## src/hdl/dgp_pkg.sv

```systemverilog
// Constants shared by the dual pin port block
package dgp_pkg;
	localparam int          CLK_PERIOD_NS     = 10;
	localparam int          PORT_F_WIDTH      = 8;
	localparam int          PORT_G_WIDTH      = 5;
	localparam int          ANALOG_PINS       = 7;
	localparam int          PERIPH_BITS       = 8;
	localparam int          SYNC_STAGES       = 3;
	localparam int          APB_ADDR_WIDTH    = 8;

	localparam logic [7:0]  OFS_F_DIRECTION   = 8'h00;
	localparam logic [7:0]  OFS_F_PINS        = 8'h04;
	localparam logic [7:0]  OFS_F_LATCH       = 8'h08;
	localparam logic [7:0]  OFS_G_PINS        = 8'h0C;
	localparam logic [7:0]  OFS_G_LATCH       = 8'h10;
	localparam logic [7:0]  OFS_G_DIRECTION   = 8'h14;
	localparam logic [7:0]  OFS_ANALOG_CONFIG = 8'h18;
	localparam logic [7:0]  OFS_PERIPH_ENABLE = 8'h1C;

	localparam logic [7:0]  RST_F_DIRECTION   = 8'hFF;
	localparam logic [7:0]  RST_F_LATCH       = 8'h00;
	localparam logic [4:0]  RST_G_DIRECTION   = 5'h1F;
	localparam logic [4:0]  RST_G_LATCH       = 5'h00;
	localparam logic [6:0]  RST_ANALOG_CONFIG = 7'h00;
	localparam logic [7:0]  RST_PERIPH_ENABLE = 8'h00;

	// Peripheral enable bit positions
	localparam int          PE_CMP1_OUT       = 0;
	localparam int          PE_CMP2_OUT       = 1;
	localparam int          PE_COMPARATOR_REFERENCE_OUTPUT_OUT      = 2;
	localparam int          PE_SSP_SELECT     = 3;
	localparam int          PE_CAPTURE_COMPARE_UNIT_3           = 4;
	localparam int          PE_CAPTURE_COMPARE_UNIT_4           = 5;
	localparam int          PE_CAPTURE_COMPARE_UNIT_5           = 6;
	localparam int          PE_USART2         = 7;

	// Pin positions of shared functions
	localparam int          PIN_F_CMP2        = 1;
	localparam int          PIN_F_CMP1        = 2;
	localparam int          PIN_F_COMPARATOR_REFERENCE_OUTPUT       = 5;
	localparam int          PIN_F_SSP         = 7;
	localparam int          PIN_G_CAPTURE_COMPARE_UNIT_3        = 0;
	localparam int          PIN_G_TX_CK       = 1;
	localparam int          PIN_G_RX_DT       = 2;
	localparam int          PIN_G_CAPTURE_COMPARE_UNIT_4        = 3;
	localparam int          PIN_G_CAPTURE_COMPARE_UNIT_5        = 4;
endpackage

```

## src/hdl/dgp_top.sv

```systemverilog
// Dual pin port with peripheral sharing, APB register slave
//
// Overview of operation
// - First port direction 1 input, 0 drives
// - Second port direction behaves the same
// - First port eight individually bidirectional pins
// - Second port five pins, low bits only
// - Pins read levels, write updates latch
// - Latch register reads stored latch value
// - After reset analog pins six-zero read zero
// - First direction resets all ones, every reset
// - First latch clears on power-on only
// - Pins one, two carry comparator outputs
// - Pin five drives comparator reference output
// - Pin seven serves as slave select
// - Enabled peripheral overrides pin direction, except CCP capture
// - Override never written into direction register
// - Second port pins reset to inputs
// - Second port pins feed capture/compare units
// - Second port pins carry second USART
// - Second direction all ones, values kept
//
// Chosen here: the APB register port and the register addresses.
`timescale 1ns/1ps

module dgp_top (
	input  wire logic                                  clk_i,
	input  wire logic                                  reset_i,
	input  wire logic                                  soft_reset_i,
	input  wire logic                                  psel_i,
	input  wire logic                                  penable_i,
	input  wire logic                                  pwrite_i,
	input  wire logic [dgp_pkg::APB_ADDR_WIDTH-1:0]   paddr_i,
	input  wire logic [31:0]                           pwdata_i,
	input  wire logic [3:0]                            pstrb_i,
	output logic      [31:0]                           prdata_o,
	output logic                                       pready_o,
	output logic                                       pslverr_o,
	input  wire logic [dgp_pkg::PORT_F_WIDTH-1:0]     port_f_pin_i,
	output logic      [dgp_pkg::PORT_F_WIDTH-1:0]     port_f_pin_o,
	output logic      [dgp_pkg::PORT_F_WIDTH-1:0]     port_f_pin_oe_o,
	input  wire logic [dgp_pkg::PORT_G_WIDTH-1:0]     port_g_pin_i,
	output logic      [dgp_pkg::PORT_G_WIDTH-1:0]     port_g_pin_o,
	output logic      [dgp_pkg::PORT_G_WIDTH-1:0]     port_g_pin_oe_o,
	input  wire logic                                  comparator_one_output_i,
	input  wire logic                                  comparator_two_output_i,
	output logic                                       comparator_reference_output_o,
	output logic                                       ssp_slave_select_o,
	input  wire logic [2:0]                            ccp_compare_level_i,
	input  wire logic [2:0]                            ccp_drive_i,
	output logic      [2:0]                            ccp_capture_o,
	input  wire logic                                  second_usart_tx_or_clock_i,
	input  wire logic                                  second_usart_data_out_i,
	input  wire logic                                  second_usart_data_drive_i,
	output logic                                       second_usart_rx_or_data_o
);
	localparam int FW = dgp_pkg::PORT_F_WIDTH;
	localparam int GW = dgp_pkg::PORT_G_WIDTH;

	typedef struct packed {
		logic [FW-1:0] f_dir;
		logic [FW-1:0] f_lat;
		logic [GW-1:0] g_dir;
		logic [GW-1:0] g_lat;
		logic [6:0]    ana_dig;
		logic [7:0]    periph;
		logic [FW-1:0] f_s1;
		logic [FW-1:0] f_s2;
		logic [FW-1:0] f_s3;
		logic [FW-1:0] f_lvl;
		logic [GW-1:0] g_s1;
		logic [GW-1:0] g_s2;
		logic [GW-1:0] g_s3;
		logic [GW-1:0] g_lvl;
		logic [FW-1:0] f_out;
		logic [FW-1:0] f_oe;
		logic [GW-1:0] g_out;
		logic [GW-1:0] g_oe;
		logic          comparator_reference_output;
		logic          ss;
		logic [2:0]    capture;
		logic          rx;
		logic          pready;
		logic          pslverr;
		logic [31:0]   prdata;
	} dgp_state_s;

	dgp_state_s st;
	dgp_state_s next_st;

	// A bit only moves once the last two stages agree, so a one-cycle glitch never reaches software
	function automatic logic [7:0] dgp_settle(input logic [7:0] a, input logic [7:0] b,
		input logic [7:0] cur);
		dgp_settle = (a & b) | (cur & (a ^ b));
	endfunction

	function automatic logic dgp_mapped(input logic [7:0] adr);
		case (adr)
			dgp_pkg::OFS_F_DIRECTION,
			dgp_pkg::OFS_F_PINS,
			dgp_pkg::OFS_F_LATCH,
			dgp_pkg::OFS_G_PINS,
			dgp_pkg::OFS_G_LATCH,
			dgp_pkg::OFS_G_DIRECTION,
			dgp_pkg::OFS_ANALOG_CONFIG,
			dgp_pkg::OFS_PERIPH_ENABLE: dgp_mapped = 1'b1;
			default: dgp_mapped = 1'b0;
		endcase
	endfunction

	logic [FW-1:0] f_read;
	logic [7:0]    adr;
	logic          access;
	logic          do_write;
	logic          mapped;

	always_comb begin
		next_st = st;
		adr = paddr_i[7:0];
		mapped = dgp_mapped(adr);
		access = psel_i & penable_i;
		do_write = access & st.pready & pwrite_i & pstrb_i[0] & mapped;

		next_st.f_s1 = port_f_pin_i;
		next_st.f_s2 = st.f_s1;
		next_st.f_s3 = st.f_s2;
		next_st.f_lvl = dgp_settle(st.f_s2, st.f_s3, st.f_lvl);
		next_st.g_s1 = port_g_pin_i;
		next_st.g_s2 = st.g_s1;
		next_st.g_s3 = st.g_s2;
		next_st.g_lvl = GW'(dgp_settle({3'h0, st.g_s2}, {3'h0, st.g_s3}, {3'h0, st.g_lvl}));

		// Analog pins read zero until configured digital
		f_read = st.f_lvl & {1'b1, st.ana_dig};

		// One wait state: pready rises in the second access cycle
		next_st.pready = access & ~st.pready;
		if (access & ~st.pready) begin
			next_st.pslverr = ~mapped;
			case (adr)
				dgp_pkg::OFS_F_DIRECTION:   next_st.prdata = {24'h0, st.f_dir};
				dgp_pkg::OFS_F_PINS:        next_st.prdata = {24'h0, f_read};
				dgp_pkg::OFS_F_LATCH:       next_st.prdata = {24'h0, st.f_lat};
				dgp_pkg::OFS_G_PINS:        next_st.prdata = {27'h0, st.g_lvl};
				dgp_pkg::OFS_G_LATCH:       next_st.prdata = {27'h0, st.g_lat};
				dgp_pkg::OFS_G_DIRECTION:   next_st.prdata = {27'h0, st.g_dir};
				dgp_pkg::OFS_ANALOG_CONFIG: next_st.prdata = {25'h0, st.ana_dig};
				dgp_pkg::OFS_PERIPH_ENABLE: next_st.prdata = {24'h0, st.periph};
				default:                    next_st.prdata = 32'h0;
			endcase
		end else begin
			// Answer stands for the ready cycle only, then the bus reads zero again
			next_st.pslverr = 1'b0;
			next_st.prdata = 32'h0;
		end

		if (do_write) begin
			case (adr)
				dgp_pkg::OFS_F_DIRECTION:   next_st.f_dir = pwdata_i[FW-1:0];
				dgp_pkg::OFS_F_PINS:        next_st.f_lat = pwdata_i[FW-1:0];
				dgp_pkg::OFS_F_LATCH:       next_st.f_lat = pwdata_i[FW-1:0];
				dgp_pkg::OFS_G_PINS:        next_st.g_lat = pwdata_i[GW-1:0];
				dgp_pkg::OFS_G_LATCH:       next_st.g_lat = pwdata_i[GW-1:0];
				dgp_pkg::OFS_G_DIRECTION:   next_st.g_dir = pwdata_i[GW-1:0];
				dgp_pkg::OFS_ANALOG_CONFIG: next_st.ana_dig = pwdata_i[6:0];
				dgp_pkg::OFS_PERIPH_ENABLE: next_st.periph = pwdata_i[7:0];
				default:                    next_st.f_dir = st.f_dir;
			endcase
		end

		// Warm reset keeps both latches but returns directions and sharing to default
		if (soft_reset_i) begin
			next_st.f_dir = dgp_pkg::RST_F_DIRECTION;
			next_st.g_dir = dgp_pkg::RST_G_DIRECTION;
			next_st.ana_dig = dgp_pkg::RST_ANALOG_CONFIG;
			next_st.periph = dgp_pkg::RST_PERIPH_ENABLE;
		end

		// Drivers follow direction and latch; overrides never touch the stored bits
		next_st.f_oe = ~st.f_dir;
		next_st.f_out = st.f_lat;
		next_st.g_oe = ~st.g_dir;
		next_st.g_out = st.g_lat;

		if (st.periph[dgp_pkg::PE_CMP2_OUT]) begin
			next_st.f_oe[dgp_pkg::PIN_F_CMP2] = 1'b1;
			next_st.f_out[dgp_pkg::PIN_F_CMP2] = comparator_two_output_i;
		end
		if (st.periph[dgp_pkg::PE_CMP1_OUT]) begin
			next_st.f_oe[dgp_pkg::PIN_F_CMP1] = 1'b1;
			next_st.f_out[dgp_pkg::PIN_F_CMP1] = comparator_one_output_i;
		end
		// The reference is analog, so the digital driver must let go of the pin
		next_st.comparator_reference_output = st.periph[dgp_pkg::PE_COMPARATOR_REFERENCE_OUTPUT_OUT];
		if (st.periph[dgp_pkg::PE_COMPARATOR_REFERENCE_OUTPUT_OUT]) begin
			next_st.f_oe[dgp_pkg::PIN_F_COMPARATOR_REFERENCE_OUTPUT] = 1'b0;
		end
		next_st.ss = st.f_lvl[dgp_pkg::PIN_F_SSP] | ~st.periph[dgp_pkg::PE_SSP_SELECT];
		if (st.periph[dgp_pkg::PE_SSP_SELECT]) begin
			next_st.f_oe[dgp_pkg::PIN_F_SSP] = 1'b0;
		end

		// Capture mode leaves the direction bit in charge; compare and PWM force a drive
		next_st.capture = {st.g_lvl[dgp_pkg::PIN_G_CAPTURE_COMPARE_UNIT_5], st.g_lvl[dgp_pkg::PIN_G_CAPTURE_COMPARE_UNIT_4],
			st.g_lvl[dgp_pkg::PIN_G_CAPTURE_COMPARE_UNIT_3]};
		if (st.periph[dgp_pkg::PE_CAPTURE_COMPARE_UNIT_3] & ccp_drive_i[0]) begin
			next_st.g_oe[dgp_pkg::PIN_G_CAPTURE_COMPARE_UNIT_3] = 1'b1;
			next_st.g_out[dgp_pkg::PIN_G_CAPTURE_COMPARE_UNIT_3] = ccp_compare_level_i[0];
		end
		if (st.periph[dgp_pkg::PE_CAPTURE_COMPARE_UNIT_4] & ccp_drive_i[1]) begin
			next_st.g_oe[dgp_pkg::PIN_G_CAPTURE_COMPARE_UNIT_4] = 1'b1;
			next_st.g_out[dgp_pkg::PIN_G_CAPTURE_COMPARE_UNIT_4] = ccp_compare_level_i[1];
		end
		if (st.periph[dgp_pkg::PE_CAPTURE_COMPARE_UNIT_5] & ccp_drive_i[2]) begin
			next_st.g_oe[dgp_pkg::PIN_G_CAPTURE_COMPARE_UNIT_5] = 1'b1;
			next_st.g_out[dgp_pkg::PIN_G_CAPTURE_COMPARE_UNIT_5] = ccp_compare_level_i[2];
		end

		next_st.rx = st.g_lvl[dgp_pkg::PIN_G_RX_DT];
		if (st.periph[dgp_pkg::PE_USART2]) begin
			next_st.g_oe[dgp_pkg::PIN_G_TX_CK] = 1'b1;
			next_st.g_out[dgp_pkg::PIN_G_TX_CK] = second_usart_tx_or_clock_i;
			next_st.g_oe[dgp_pkg::PIN_G_RX_DT] = second_usart_data_drive_i;
			next_st.g_out[dgp_pkg::PIN_G_RX_DT] = second_usart_data_out_i;
		end
	end

	always_ff @(posedge clk_i or posedge reset_i) begin
		if (reset_i) begin
			st <= '0;
			st.f_dir <= dgp_pkg::RST_F_DIRECTION;
			st.f_lat <= dgp_pkg::RST_F_LATCH;
			st.g_dir <= dgp_pkg::RST_G_DIRECTION;
			st.g_lat <= dgp_pkg::RST_G_LATCH;
			st.ana_dig <= dgp_pkg::RST_ANALOG_CONFIG;
			st.periph <= dgp_pkg::RST_PERIPH_ENABLE;
			st.ss <= 1'b1;
		end else begin
			st <= next_st;
		end
	end

	assign prdata_o = st.prdata;
	assign pready_o = st.pready;
	assign pslverr_o = st.pslverr;
	assign port_f_pin_o = st.f_out;
	assign port_f_pin_oe_o = st.f_oe;
	assign port_g_pin_o = st.g_out;
	assign port_g_pin_oe_o = st.g_oe;
	assign comparator_reference_output_o = st.comparator_reference_output;
	assign ssp_slave_select_o = st.ss;
	assign ccp_capture_o = st.capture;
	assign second_usart_rx_or_data_o = st.rx;
endmodule

```

## config.mk

```make
export PLATFORM = sky130hd
export DESIGN_NAME = dgp_top
export DESIGN_NICKNAME = d
export VERILOG_FILES = /design/src/hdl/dgp_pkg.sv /design/src/hdl/dgp_top.sv
export SDC_FILE = /design/constraint.sdc
export NUM_CORES = 1
export LEC_CHECK = 0
export BUFFER_PORTS_ARGS = -buffer_cell sky130_fd_sc_hd__clkbuf_2
export CORE_MARGIN = 3
export CORE_UTILIZATION = 40
export DETAILED_ROUTE_END_ITERATION = 8
export PLACE_DENSITY = 0.71
export RECOVER_POWER = 25
export SETUP_SLACK_MARGIN = 0.05
export SYNTH_ARGS = -nofsm -noshare
export SYNTH_HDL_FRONTEND = slang
export SYNTH_SLANG_ARGS = --single-unit
```

## constraint.sdc

```tcl
create_clock -name clk_i -period 5.8 [get_ports clk_i]
set_clock_uncertainty 0.05 [all_clocks]
set_input_delay 1.16 -clock clk_i [delete_from_list [all_inputs] [get_ports clk_i]]
set_output_delay 1.16 -clock clk_i [all_outputs]
set_load 0.02 [all_outputs]
```

# [After elaboration in Yosys (flattened, before gate mapping)]
# Memory sizes are Yosys's and may differ from the RTL's.
# Cells that the tools add are included.
[totals] output_inout_bits=66 inputBits=74 reg_bits=159 mem_count=1 mem_bits_ro=32 elab_cells=99
[mem_list] name="(name not given)" depth=32 width=1 read_ports=1 rd_ports_with_merged_regs=0 wr=0 line="dgp_top.sv:98" source="case (adr)"
[op_classes] eq_ne=7 reduce_logical=15 muxes=27 n_bitwise=24
[op_table] op="8-bit one-hot mux with 8 select lines" n=1
[op_table] op="41-bit 2-to-1 mux" n=1
[op_table] op="33-bit 2-to-1 mux" n=1
[op_table] op="8-bit by 5-bit == test with 1-bit output (second input constant)" n=4
[op_table] op="8-bit 2-to-1 mux" n=4
[op_table] op="8-bit AND" n=3
[op_table] op="8-bit by 4-bit == test with 1-bit output (second input constant)" n=2
[op_table] op="15-bit 2-to-1 mux" n=1
[op_table] op="5-bit 2-to-1 mux" n=3
[op_table] op="1-bit 2-to-1 mux" n=13
[op_table] op="2-bit AND reduction" n=6
[op_table] op="5-bit AND" n=2
[op_table] op="2-bit nonzero test" n=5
[op_table] op="1-bit AND" n=9
[op_table] op="8-bit by 3-bit == test with 1-bit output (second input constant)" n=1
[op_table] op="8-bit zero test" n=1
[op_table] op="8-bit NOT" n=1
[op_table] op="8-bit bitwise OR" n=1
[op_table] op="8-bit bitwise XOR" n=1
[op_table] op="7-bit 2-to-1 mux" n=1
[op_table] op="5-bit NOT" n=1
[op_table] op="5-bit bitwise OR" n=1
[op_table] op="5-bit bitwise XOR" n=1
[op_table] op="2-bit 2-to-1 mux" n=2
[op_table] op="other kinds (4)" n=7

# [Longest topological paths before layout]
# Gate-level depths: netlist of run 1.
[depth] ltp_word=7 ltp_mapped=7 ltp_nobuf=4

# [Least setup slack after synthesis of run 1]
# No wires, ideal clock.
[synth_path] kind="in2reg" startpoint="in paddr_i[5] in the netlist's numbering" endpoint="reg st (netlist bit next_st[58])" path_stages=5 slack_ns=3.286 n_path_buf=1 t_arrival_ns=2.339 cell_sequence="nor3_2 > nand4_2 > or3_1 > buf_6 > mux2_4"
[synth_via] elab_chain_cells=4 word_cells_on_any_way=7 cone_classes="2 x eq/ne; 1 x mux; 1 x bitwise; 3 x reduce/logical"
[synth_lines] element="start, declared" line="dgp_top.sv:33" source="input wire logic [dgp_pkg::APB_ADDR_WIDTH-1:0] paddr_i,"
[synth_lines] element="3-bit zero test" line="dgp_top.sv:98"
[synth_lines] element="1-bit 2-to-1 mux" line="dgp_top.sv:98"
[synth_lines] element="1-bit AND" line="dgp_top.sv:122" source="do_write = access & st.pready & pwrite_i & pstrb_i[0] & mapped;"
[synth_lines] element="2-bit AND reduction (no line) (*)"
[synth_lines] element="end signal, assigned" line="dgp_top.sv:239" source="st <= next_st;"
[synth_lines] element="end, declared" line="dgp_top.sv:88" source="dgp_state_s st;"
# Mark *: on every way between the ends. The rest lies on a longest branch, timed or not.
# A chain may end at the register's enable or synchronous reset.

# [Worst setup path in the final report of run 1]
[layout_path] startpoint="in paddr_i[2] in the netlist's numbering" endpoint="reg st[154] in the netlist's numbering"
[layout_via] elab_chain_cells=5 word_cells_on_any_way=7 cone_classes="1 x mux; 1 x bitwise; 4 x reduce/logical; 1 x memory"
[layout_lines] element="memory read 32 x 1 bit"
[layout_lines] element="1-bit 2-to-1 mux" line="dgp_top.sv:98"
[layout_lines] element="1-bit AND" line="dgp_top.sv:122"
[layout_lines] element="2-bit nonzero test (no line)"
[layout_lines] element="2-bit AND reduction (no line) (*)"
# Marks and branches as above.

==> flow_summary_export.csv, run 1 <==
group,metric,value,unit
synth,async_flop_share,1.000,
placed_design,gp_congestion,0.8068,
cells_and_area,final_area,6360,um2
critical_path,crit_required,6.09,ns
critical_path,cp-end-kind,"flop",
global_routing,antenna_found_initial,0,
critical_path,critPathLaunchType,"input port",
sta,layout_min_cycle_time,3.160,ns
synth,ys_types,35,
synth,yosysTopAreaCellShare,0.5471,
drt,wl_met1,4763,um
clock_tree,cts.clk_slew.worst_paths,0.05,ns
floorplanning,rows,42,
synth,yosysTopAreaCell,"dfrtp_1",
clock_tree,cts_made_buffers,17,
placed_design,dp_cells,643,
critical_path,critPathBufInv,1,
synth,netlist_top_cells_count,"dfrtp_1, buf_4, nor2_1",
critical_path,cp.depth,4,
cells_and_area,fillCellCount,1175,
critical_path,slowest_delay,0.93,ns
global_routing,grt_overflow,0,
synth,synth_edf_count,0,
sta,tns,0,ns
floorplanning,core_area,13400,um2
clock_tree,clk-insertion-delay-late,0.41,ns
critical_path,critPathTopFamily,"simple AND/OR/NAND/NOR gates",
floorplanning,io_pins,140,
global_routing,grt_pass1_wl,17180,um
synth,yosysWarningCount,0,
global_routing,grt_pass1_vias,3319,
critical_path,path_cells,"clkbuf_2 > nor3_1 > nor2b_1 > mux2i_1",
sta,maxSlewHeadroom,0.2607,
pwr,report.power.total,2.168,mW
run,max_cap_viol_count,0,
clock_tree,clock_path_buffers,2,
critical_path,crit_fanout,39,
cells_and_area,area_delta_synth_final,14.92,%
synth,yosysSeqAreaShare,0.6136,
pwr,power.density,340.9,nW/um2
drt,route.met2.wl,5057,um
sta,fmax,0.3165,GHz
synth,synth_most_common_cell,"dfrtp_1",
synth,synth_area_leaders,"dfrtp_1, buf_4, mux2i_1",
cells_and_area,layout-drive-gt1-share,0.3092,
cells_and_area,stdcell_count,674,
drt,drt-vias-per-instance,4.837,
clock_tree,cts_tree,"done",
status,status,"completed",
drt,num_vias,3260,
critical_path,startpoint,"paddr_i[2]",
sta,finalMaxSlewViolations,0,
min_path,worstHoldPathType,"flop to flop",
placed_design,dp_hpwl,7390,um
clock_tree,ctsResizeCount,0,
floorplanning,die_h,123.6,um
placed_design,port_buffers,88,
clock_tree,cts_root_buf,"clkbuf_16",
critical_path,r2r_slack,3.68,ns
drt,drt-initial-drc-count,230,
cells_and_area,final_util,0.4746,
drt,wl_met3,705,um
critical_path,path_class,"input port to flop",
clock_tree,htreeDepth,4,
cells_and_area,n_antenna_cell,0,
sta,finalHoldViolCount,0,
synth,ys_seq_elements,135,
synth,syn-instance-count,429,
critical_path,r2r-start,"pready_o$_DFF_PP0_",
sta,setup_viol,0,
drt,top_layer,"met4",
critical_path,worstPathArrival,3.45,ns
sta,worstMarginPinSlew,1.107,ns
clock_tree,cts_hold_buffers,0,
floorplanning,die_area,15280,um2
floorplanning,start_util,0.4130,
pwr,power.leakage,3.360,nW
drt,firstDrtPassIters,5,
drt,drc,0,
clock_tree,cts_sinks,135,
synth,synth_area,5534,um2
critical_path,ff2ff_path_depth,4,
placed_design,placed_area,5773,um2
synth,ys.flop_type,"dfrtp_1",
global_routing,grt_usage,0.1528,
synth,avgSynthCellArea,12.90,um2
critical_path,cp-endpoint,"st[154]$_DFFE_PP1P_",
drt,wl_per_cell,15.98,um
global_routing,grt_max_degree,102,
clock_tree,cts_setup_buffers,0,
floorplanning,die_w,123.6,um
pwr,vdd_drop_max,0.1730,mV
sta,fin_crit_sh,0.5448,
drt,routed_wl,10770,um
sta,rsz0062_at_grt,"no",
critical_path,crit_slowest_cell,"nor2b_1",
critical_path,r2r-end,"st[154]$_DFFE_PP1P_",
drt,antenna_left,0,
cells_and_area,fin_nets,573,
[kinds of logic after synthesis]
| family | after synthesis | share of synthesized area |
|---|---|---|
| AO/OA/AOI/OAI | 40 | 0.04883 |
| AND/OR/NAND/NOR | 94 | 0.08026 |
| other | 1 | 0.0006776 |
| XOR/XNOR | 1 | 0.001583 |
| adder cells (fa/ha/maj) | 13 | 0.02939 |
| buffers and inverters | 81 | 0.09880 |
| multiplexers | 64 | 0.1268 |
| flip-flops | 135 | 0.6136 |
[registers in the layout, indices dropped and copies added, names as in the netlist]
signal and cells:
port_g_pin_oe_o 5, comparator_reference_output_o 1, second_usart_rx_or_data_o 1, pslverr_o 1, port_g_pin_o 5, pready_o 1
port_f_pin_o 8, st 56, next_st 37, ssp_slave_select_o 1, port_f_pin_oe_o 8, prdata_o 8
ccp_capture_o 3
[how the worst min path moves through the flow]
stage	from	endpoint	slack (ns)	cells past startpoint
after global routing	next_st[79]$_DFF_PP0_	next_st[74]$_DFF_PP0_	0.31	0
after floorplan	next_st[108]$_DFF_PP0_	next_st[100]$_DFF_PP0_	0.28	0
after global placement	next_st[79]$_DFF_PP0_	next_st[74]$_DFF_PP0_	0.28	0
after detailed placement	next_st[78]$_DFF_PP0_	next_st[73]$_DFF_PP0_	0.28	0
after CTS	next_st[105]$_DFF_PP0_	next_st[97]$_DFF_PP0_	0.30	0
final	next_st[105]$_DFF_PP0_	next_st[97]$_DFF_PP0_	0.30	0
[cell type report]
cell class / instances / area [um2] / share of cell area
Sequential cell: 135 / 3396 / 0.5339
Clock inverter: 10 / 127.6 / 0.02007
Inverter: 7 / 31.28 / 0.004918
Tap cell: 176 / 220.2 / 0.03463
Clock buffer: 21 / 460.4 / 0.07240
Multi-Input combinational cell: 236 / 1678 / 0.2638
Timing Repair Buffer: 89 / 446.7 / 0.07023
[layer usage]
layer	up-vias	global-route usage
li1	1483	-
met3	21	0.04678
met4	0	0.07197
met5	-	0
met1	1635	0.1984
met2	121	0.2349
[cell usage in the layout (no fill, tap or decap), types with 4 or more instances in the layout]
| cell | n |
|---|---|
| clkbuf_2 | 87 |
| o22ai_1 | 5 |
| mux2i_1 | 39 |
| conb_1 | 24 |
| ha_1 | 13 |
| nand2b_1 | 7 |
| inv_1 | 6 |
| mux2_4 | 8 |
| a221oi_1 | 5 |
| dfstp_1 | 5 |
| nand3_1 | 6 |
| dfstp_2 | 9 |
| mux2_2 | 17 |
| nand2_1 | 11 |
| dfrtp_1 | 121 |
| nor2_1 | 51 |
| o21ai_0 | 9 |
| clkbuf_16 | 17 |
| a21oi_1 | 4 |
| a21o_1 | 13 |
| clkinv_2 | 6 |
[through the flow]
step                      hold WS [ns]  worst slack (ns)
after global placement          0.2841             2.300
after detailed placement        0.2847             2.303
after global routing            0.3061             2.449
after floorplan                 0.2812             1.002
after CTS                       0.2970             2.697
final                           0.2958             2.640
[worst register-to-register path, delay by kind of cell (launching register included)]
kind / cells / cell delay, ns
simple gates: 3 / 1.34
mux: 1 / 0.28
flops: 1 / 0.38
[power by group]
group | total (mW) | internal (mW) | leakage (nW) | switching, mW
sequential | 0.986 | 0.972 | 1.71 | 0.0141
combinational | 0.113 | 0.0375 | 1.36 | 0.0760
clock | 1.07 | 0.691 | 0.292 | 0.378
Note: power is estimated with default switching activity, not from simulation.
==> run 2: changes to the inputs <==
- clock period: 5.8 -> 3.04 ns (I/O delays scaled with it)
==> run 2 against run 1 <==
Net effect:
- the flow now finishes with violations (max-capacitance violations, max-slew violations)
- critical path depth did not move
- die area did not move
- sequential power rose by 91%
- sequential share of layout area fell by 1.3 points
- final area rose by 2.5%
- combinational power rose by 93%
- critical endpoint is now next_st[61]$_DFFE_PP0P_
==> flow_summary_export.csv, run 2 (synthesis gave the netlist of run 1 again) <==
group,metric,value,unit
drt,drt-initial-drc-count,209,
pwr,p_int,3.554,mW
cells_and_area,layout-drive-gt1-share,0.3202,
pwr,switching_share,0.2051,
critical_path,critPathTopFamily,"simple AND/OR/NAND/NOR gates",
pwr,comb_power_share,0.049,
sta,fin_crit_sh,0.6796,
placed_design,port_buffers,88,
drt,wl_per_cell,15.84,um
pwr,netSwitchingPower,0.9169,mW
pwr,vdd_drop_max,0.2632,mV
global_routing,antenna_found_initial,0,
clock_tree,clock_path_buffers,2,
sta,timing.hold.ws,0.2480,ns
cells_and_area,largest_reg_flops,56,
pwr,seqPwrFrac,0.421,
status,violations,"max-capacitance violations, max-slew violations",
min_path,worstHoldPathType,"input port to flop",
clock_tree,ctsResizeCount,0,
floorplanning,start_util,0.4130,
min_path,hp-start,"port_f_pin_i[4]",
drt,antenna_left,0,
cells_and_area,fillCellCount,1203,
sta,worstMarginPinSlew,1.753,ns
cells_and_area,final_cell_mix,"dfrtp_1, clkbuf_2, nor2_1",
critical_path,startpoint,"pready_o$_DFF_PP0_",
clock_tree,cts_root_buf,"clkbuf_16",
clock_tree,htreeDepth,4,
critical_path,path_cells,"and4_1 > nand4_2 > or3_1 > mux2_4",
cells_and_area,final_util,0.4866,
status,status,"finished with violations",
global_routing,grt_pass1_wl,17420,um
global_routing,grt_pass1_vias,3289,
drt,routed_wl,10800,um
run,max_cap_viol_count,1,
pwr,power.density,685.7,nW/um2
critical_path,r2r-start,"pready_o$_DFF_PP0_",
global_routing,grt_usage,0.1539,
critical_path,worstPathArrival,2.31,ns
sta,tns,0,ns
sta,maxSlewHeadroom,-0.1688,
clock_tree,clk-insertion-delay-late,0.41,ns
critical_path,cp-end-kind,"flop",
floorplanning,die_w,123.6,um
cells_and_area,area_delta_synth_final,17.82,%
sta,rsz0062_at_grt,"no",
global_routing,grt_max_degree,136,
cells_and_area,fin_nets,580,
sta,setup_viol,0,
floorplanning,io_pins,140,
sta,finalMaxSlewViolations,136,
floorplanning,die_h,123.6,um
critical_path,path_class,"flop to flop",
drt,num_vias,3242,
drt,drc,0,
sta,finalHoldViolCount,0,
global_routing,grt_overflow,0,
floorplanning,rows,42,
drt,drt-vias-per-instance,4.754,
cells_and_area,final_common_cell,"dfrtp_1",
clock_tree,cts_tree,"done",
critical_path,slowest_delay,0.67,ns
floorplanning,core_area,13400,um2
critical_path,critPathLaunchType,"flop",
clock_tree,cts_sinks,135,
floorplanning,die_area,15280,um2
clock_tree,cts_setup_buffers,0,
pwr,power.leakage,3.438,nW
cells_and_area,n_antenna_cell,0,
clock_tree,cts_hold_buffers,0,
critical_path,critPathBufInv,0,
critical_path,crit_fanout,8,
sta,fmax,0.4841,GHz
clock_tree,cts_made_buffers,17,
pwr,clkPwrFrac,0.531,
placed_design,dp_hpwl,7408,um
cells_and_area,regMostFlops,"st",
critical_path,crit_slowest_cell,"or3_1",
drt,firstDrtPassIters,4,
placed_design,gp_congestion,0.7999,
critical_path,crit_required,3.29,ns
sta,layout_min_cycle_time,2.066,ns
clock_tree,cts.clk_slew.worst_paths,0.06,ns
==> run 2: cell type report <==
class / count / area [um2] / share of cell area
tap: 176 / 220.2 / 0.03377
timing repair buffer: 96 / 499.2 / 0.07657
clock inverter: 11 / 216.5 / 0.03320
sequential: 135 / 3396 / 0.5208
multi-input combinational: 236 / 1678 / 0.2573
clock buffer: 21 / 480.5 / 0.07369
inverter: 7 / 30.03 / 0.004606
==> run 2: final timing paths <==
path / depth (start not counted) / slack (ns) / endpoint
min: 1 / 0.25 / next_st[106]$_DFF_PP0_
min in group asynchronous: 3 / 0.80 / next_st[76]$_DFF_PP0_
max in group asynchronous: 3 / 1.07 / next_st[36]$_DFF_PP0_
min reg2reg: 0 / 0.30 / next_st[74]$_DFF_PP0_
max reg2reg: 4 / 0.97 / next_st[61]$_DFFE_PP0P_
max: 4 / 0.97 / next_st[61]$_DFFE_PP0P_
==> run 2: stage by stage <==
stage	instance area, um2	instances	setup slack (ns)	power, mW
final	6520	682	0.9741	4.471
after global routing	6520	682	0.6693	4.645
after CTS	6534	682	0.9525	4.525
after detailed placement	5837	650	0.6170	2.136
after global placement	5837	650	0.6869	2.127
after floorplan	5624	452	0.7143	2.080
==> run 2: per-layer routing <==
layer | GRT usage | up-vias | wire length, um
met5 | 0 | - | 0
met4 | 0.05052 | 0 | 143
met3 | 0.05858 | 16 | 804
met2 | 0.2332 | 123 | 5222
met1 | 0.2047 | 1600 | 4633
li1 | - | 1503 | -
==> run 2: power groups by stage <==
stage | sequential, mW | clock, mW | combinational [mW]
floorplan | 1.91 | 0 | 0.173
global placement | 1.91 | 0 | 0.216
detailed placement | 1.91 | 0 | 0.224
CTS | 1.88 | 2.42 | 0.225
global route | 1.89 | 2.51 | 0.249
finish | 1.88 | 2.37 | 0.218
==> run 2: worst reg2reg max path, stage by stage, from the launching register on <==
cell,delay (ns)
dfrtp_1,0.38
and4_1,0.27
nand4_2,0.18
or3_1,0.67
mux2_4,0.40
==> run 3: changes to the inputs <==
- PLACE_DENSITY: 0.71 -> 0.73
- clock period: 3.04 -> 1.7 ns (I/O delays scaled with it)
==> run 3 against run 2 <==
Net effect:
- the flow now finishes without violations
- power rose by 72%
- fmax up 26%
- critical path type unchanged
- clock power grew 64%
- sequential share of layout area is 2.5 points lower
- first-iteration DRC count grew 2.9%
- global-route usage increased by 0.44 points
- clock-buffer cell count increased by 2
- largest cell class unchanged
- via count rose by 4.3%
- sequential cell count stayed put
==> flow_summary_export.csv, run 3 (synthesis gave the netlist of run 1 again) <==
group,metric,value,unit
cells_and_area,largest_reg_flops,56,
drt,antenna_left,0,
pwr,vdd_drop_max,0.5649,mV
cells_and_area,multiInputGateArea,1708,um2
floorplanning,die_area,15280,um2
clock_tree,htreeDepth,4,
critical_path,cp-end-kind,"flop",
critical_path,critPathLaunchType,"flop",
drt,drt-initial-drc-count,215,
cells_and_area,layout-drive-gt1-share,0.3383,
sta,worstMarginPinSlew,0.6313,ns
critical_path,r2r-start,"pready_o$_DFF_PP0_",
floorplanning,io_pins,140,
floorplanning,die_h,123.6,um
drt,drc,0,
sta,fin_crit_sh,0.9644,
placed_design,dp_hpwl,7791,um
floorplanning,core_area,13400,um2
sta,fmax,0.6099,GHz
critical_path,worstPathArrival,1.88,ns
drt,wl_per_cell,15.78,um
clock_tree,cts.clk_slew.worst_paths,0.06,ns
sta,timing.hold.ws,0.1121,ns
cells_and_area,fin_nets,615,
critical_path,crit_fanout,4,
sta,setup_viol,0,
placed_design,gp_congestion,0.8649,
cells_and_area,regMostFlops,"st",
cells_and_area,fillCellCount,1137,
critical_path,crit_required,1.94,ns
clock_tree,clk-insertion-delay-late,0.41,ns
global_routing,grt_pass1_vias,3639,
clock_tree,clock_path_buffers,2,
cells_and_area,final_common_cell,"dfrtp_1",
global_routing,grt_usage,0.1583,
cells_and_area,n_antenna_cell,0,
run,max_cap_viol_count,0,
critical_path,startpoint,"pready_o$_DFF_PP0_",
clock_tree,cts_made_buffers,17,
sta,tns,0,ns
critical_path,slowest_delay,0.37,ns
pwr,power.density,1125,nW/um2
sta,finalHoldViolCount,0,
sta,layout_min_cycle_time,1.640,ns
drt,drt-vias-per-instance,4.715,
cells_and_area,final_cell_mix,"dfrtp_1, clkbuf_2, nor2_1",
sta,maxSlewHeadroom,0.5768,
pwr,power.leakage,3.601,nW
floorplanning,die_w,123.6,um
placed_design,port_buffers,88,
floorplanning,start_util,0.4130,
global_routing,grt_pass1_wl,18130,um
cells_and_area,area_delta_synth_final,23.81,%
global_routing,grt_overflow,0,
critical_path,crit_slowest_cell,"or3_4",
cells_and_area,seqCellArea,3396,um2
status,status,"completed",
drt,firstDrtPassIters,4,
critical_path,path_cells,"and4_4 > nand4_4 > or3_4 > buf_6 > mux2_4",
min_path,worstHoldPathType,"input port to flop",
clock_tree,cts_sinks,135,
drt,routed_wl,11320,um
sta,rsz0062_at_grt,"yes",
floorplanning,rows,42,
global_routing,grt_max_degree,76,
clock_tree,cts_tree,"done",
min_path,hp-start,"ccp_compare_level_i[1]",
critical_path,path_class,"flop to flop",
sta,finalMaxSlewViolations,0,
clock_tree,cts_root_buf,"clkbuf_16",
drt,num_vias,3381,
global_routing,antenna_found_initial,0,
-- run 3: repair_timing --
action,4_1_cts,5_1_grt
hold buffers,14,0
hold endpoints to repair,21,0
resized for setup,5,3
setup endpoints to repair,14,16
pin swaps,3,0
buffers inserted,1,0
-- run 3: final timing paths --
kind                       cells past startpoint  slack, ns                        end
max in group asynchronous                      4       0.35        st[139]$_DFFE_PP1P_
hold / removal                                 2       0.11  port_g_pin_o[3]$_DFF_PP0_
setup reg to reg                               5       0.06        st[145]$_DFFE_PP0P_
setup / recovery                               5       0.06        st[145]$_DFFE_PP0P_
min in group asynchronous                      3       0.46     next_st[102]$_DFF_PP0_
hold reg to reg                                0       0.29      next_st[73]$_DFF_PP0_
-- run 3: where the power goes --
group          internal [mW]  switching, mW
clock network           2.60           1.29
logic                  0.177          0.275
registers               3.31         0.0480
-- run 3: area by class of cell --
class / instances / area share
clock buffers: 23 / 0.07122
repair buffers: 131 / 0.1266
clock inverters: 9 / 0.02118
well taps: 176 / 0.03214
multi-input cells: 236 / 0.2493
flip-flops and latches: 135 / 0.4956
inverters: 7 / 0.004018
-- run 3: worst max-delay path, delay by kind of cell, from the launching register on --
kind / cells / cell delay, ns
mux: 1 / 0.29
flops: 1 / 0.34
buf+inv: 1 / 0.15
simple gates: 3 / 0.69
-- run 3: routing by layer --
| metal | wire [um] | global-route usage |
|---|---|---|
| met5 | 0 | 0 |
| met4 | 284 | 0.08443 |
| met1 | 4811 | 0.1963 |
| met2 | 5473 | 0.2487 |
| met3 | 748 | 0.04859 |
-- run 3: stage by stage --
step	power, mW	util	area [um2]	setup WS, ns	cells
4_1_cts	7.793	0.5108	6845	0.05743	717
6_report	7.705	0.5113	6852	0.06044	717
3_5_place_dp	3.848	0.4508	6041	-0.1863	670
2_1_floorplan	3.719	-	5628	-0.3577	452
5_1_grt	7.997	0.5113	6852	0.01016	717
3_3_place_gp	3.831	0.4508	6041	-0.1642	670
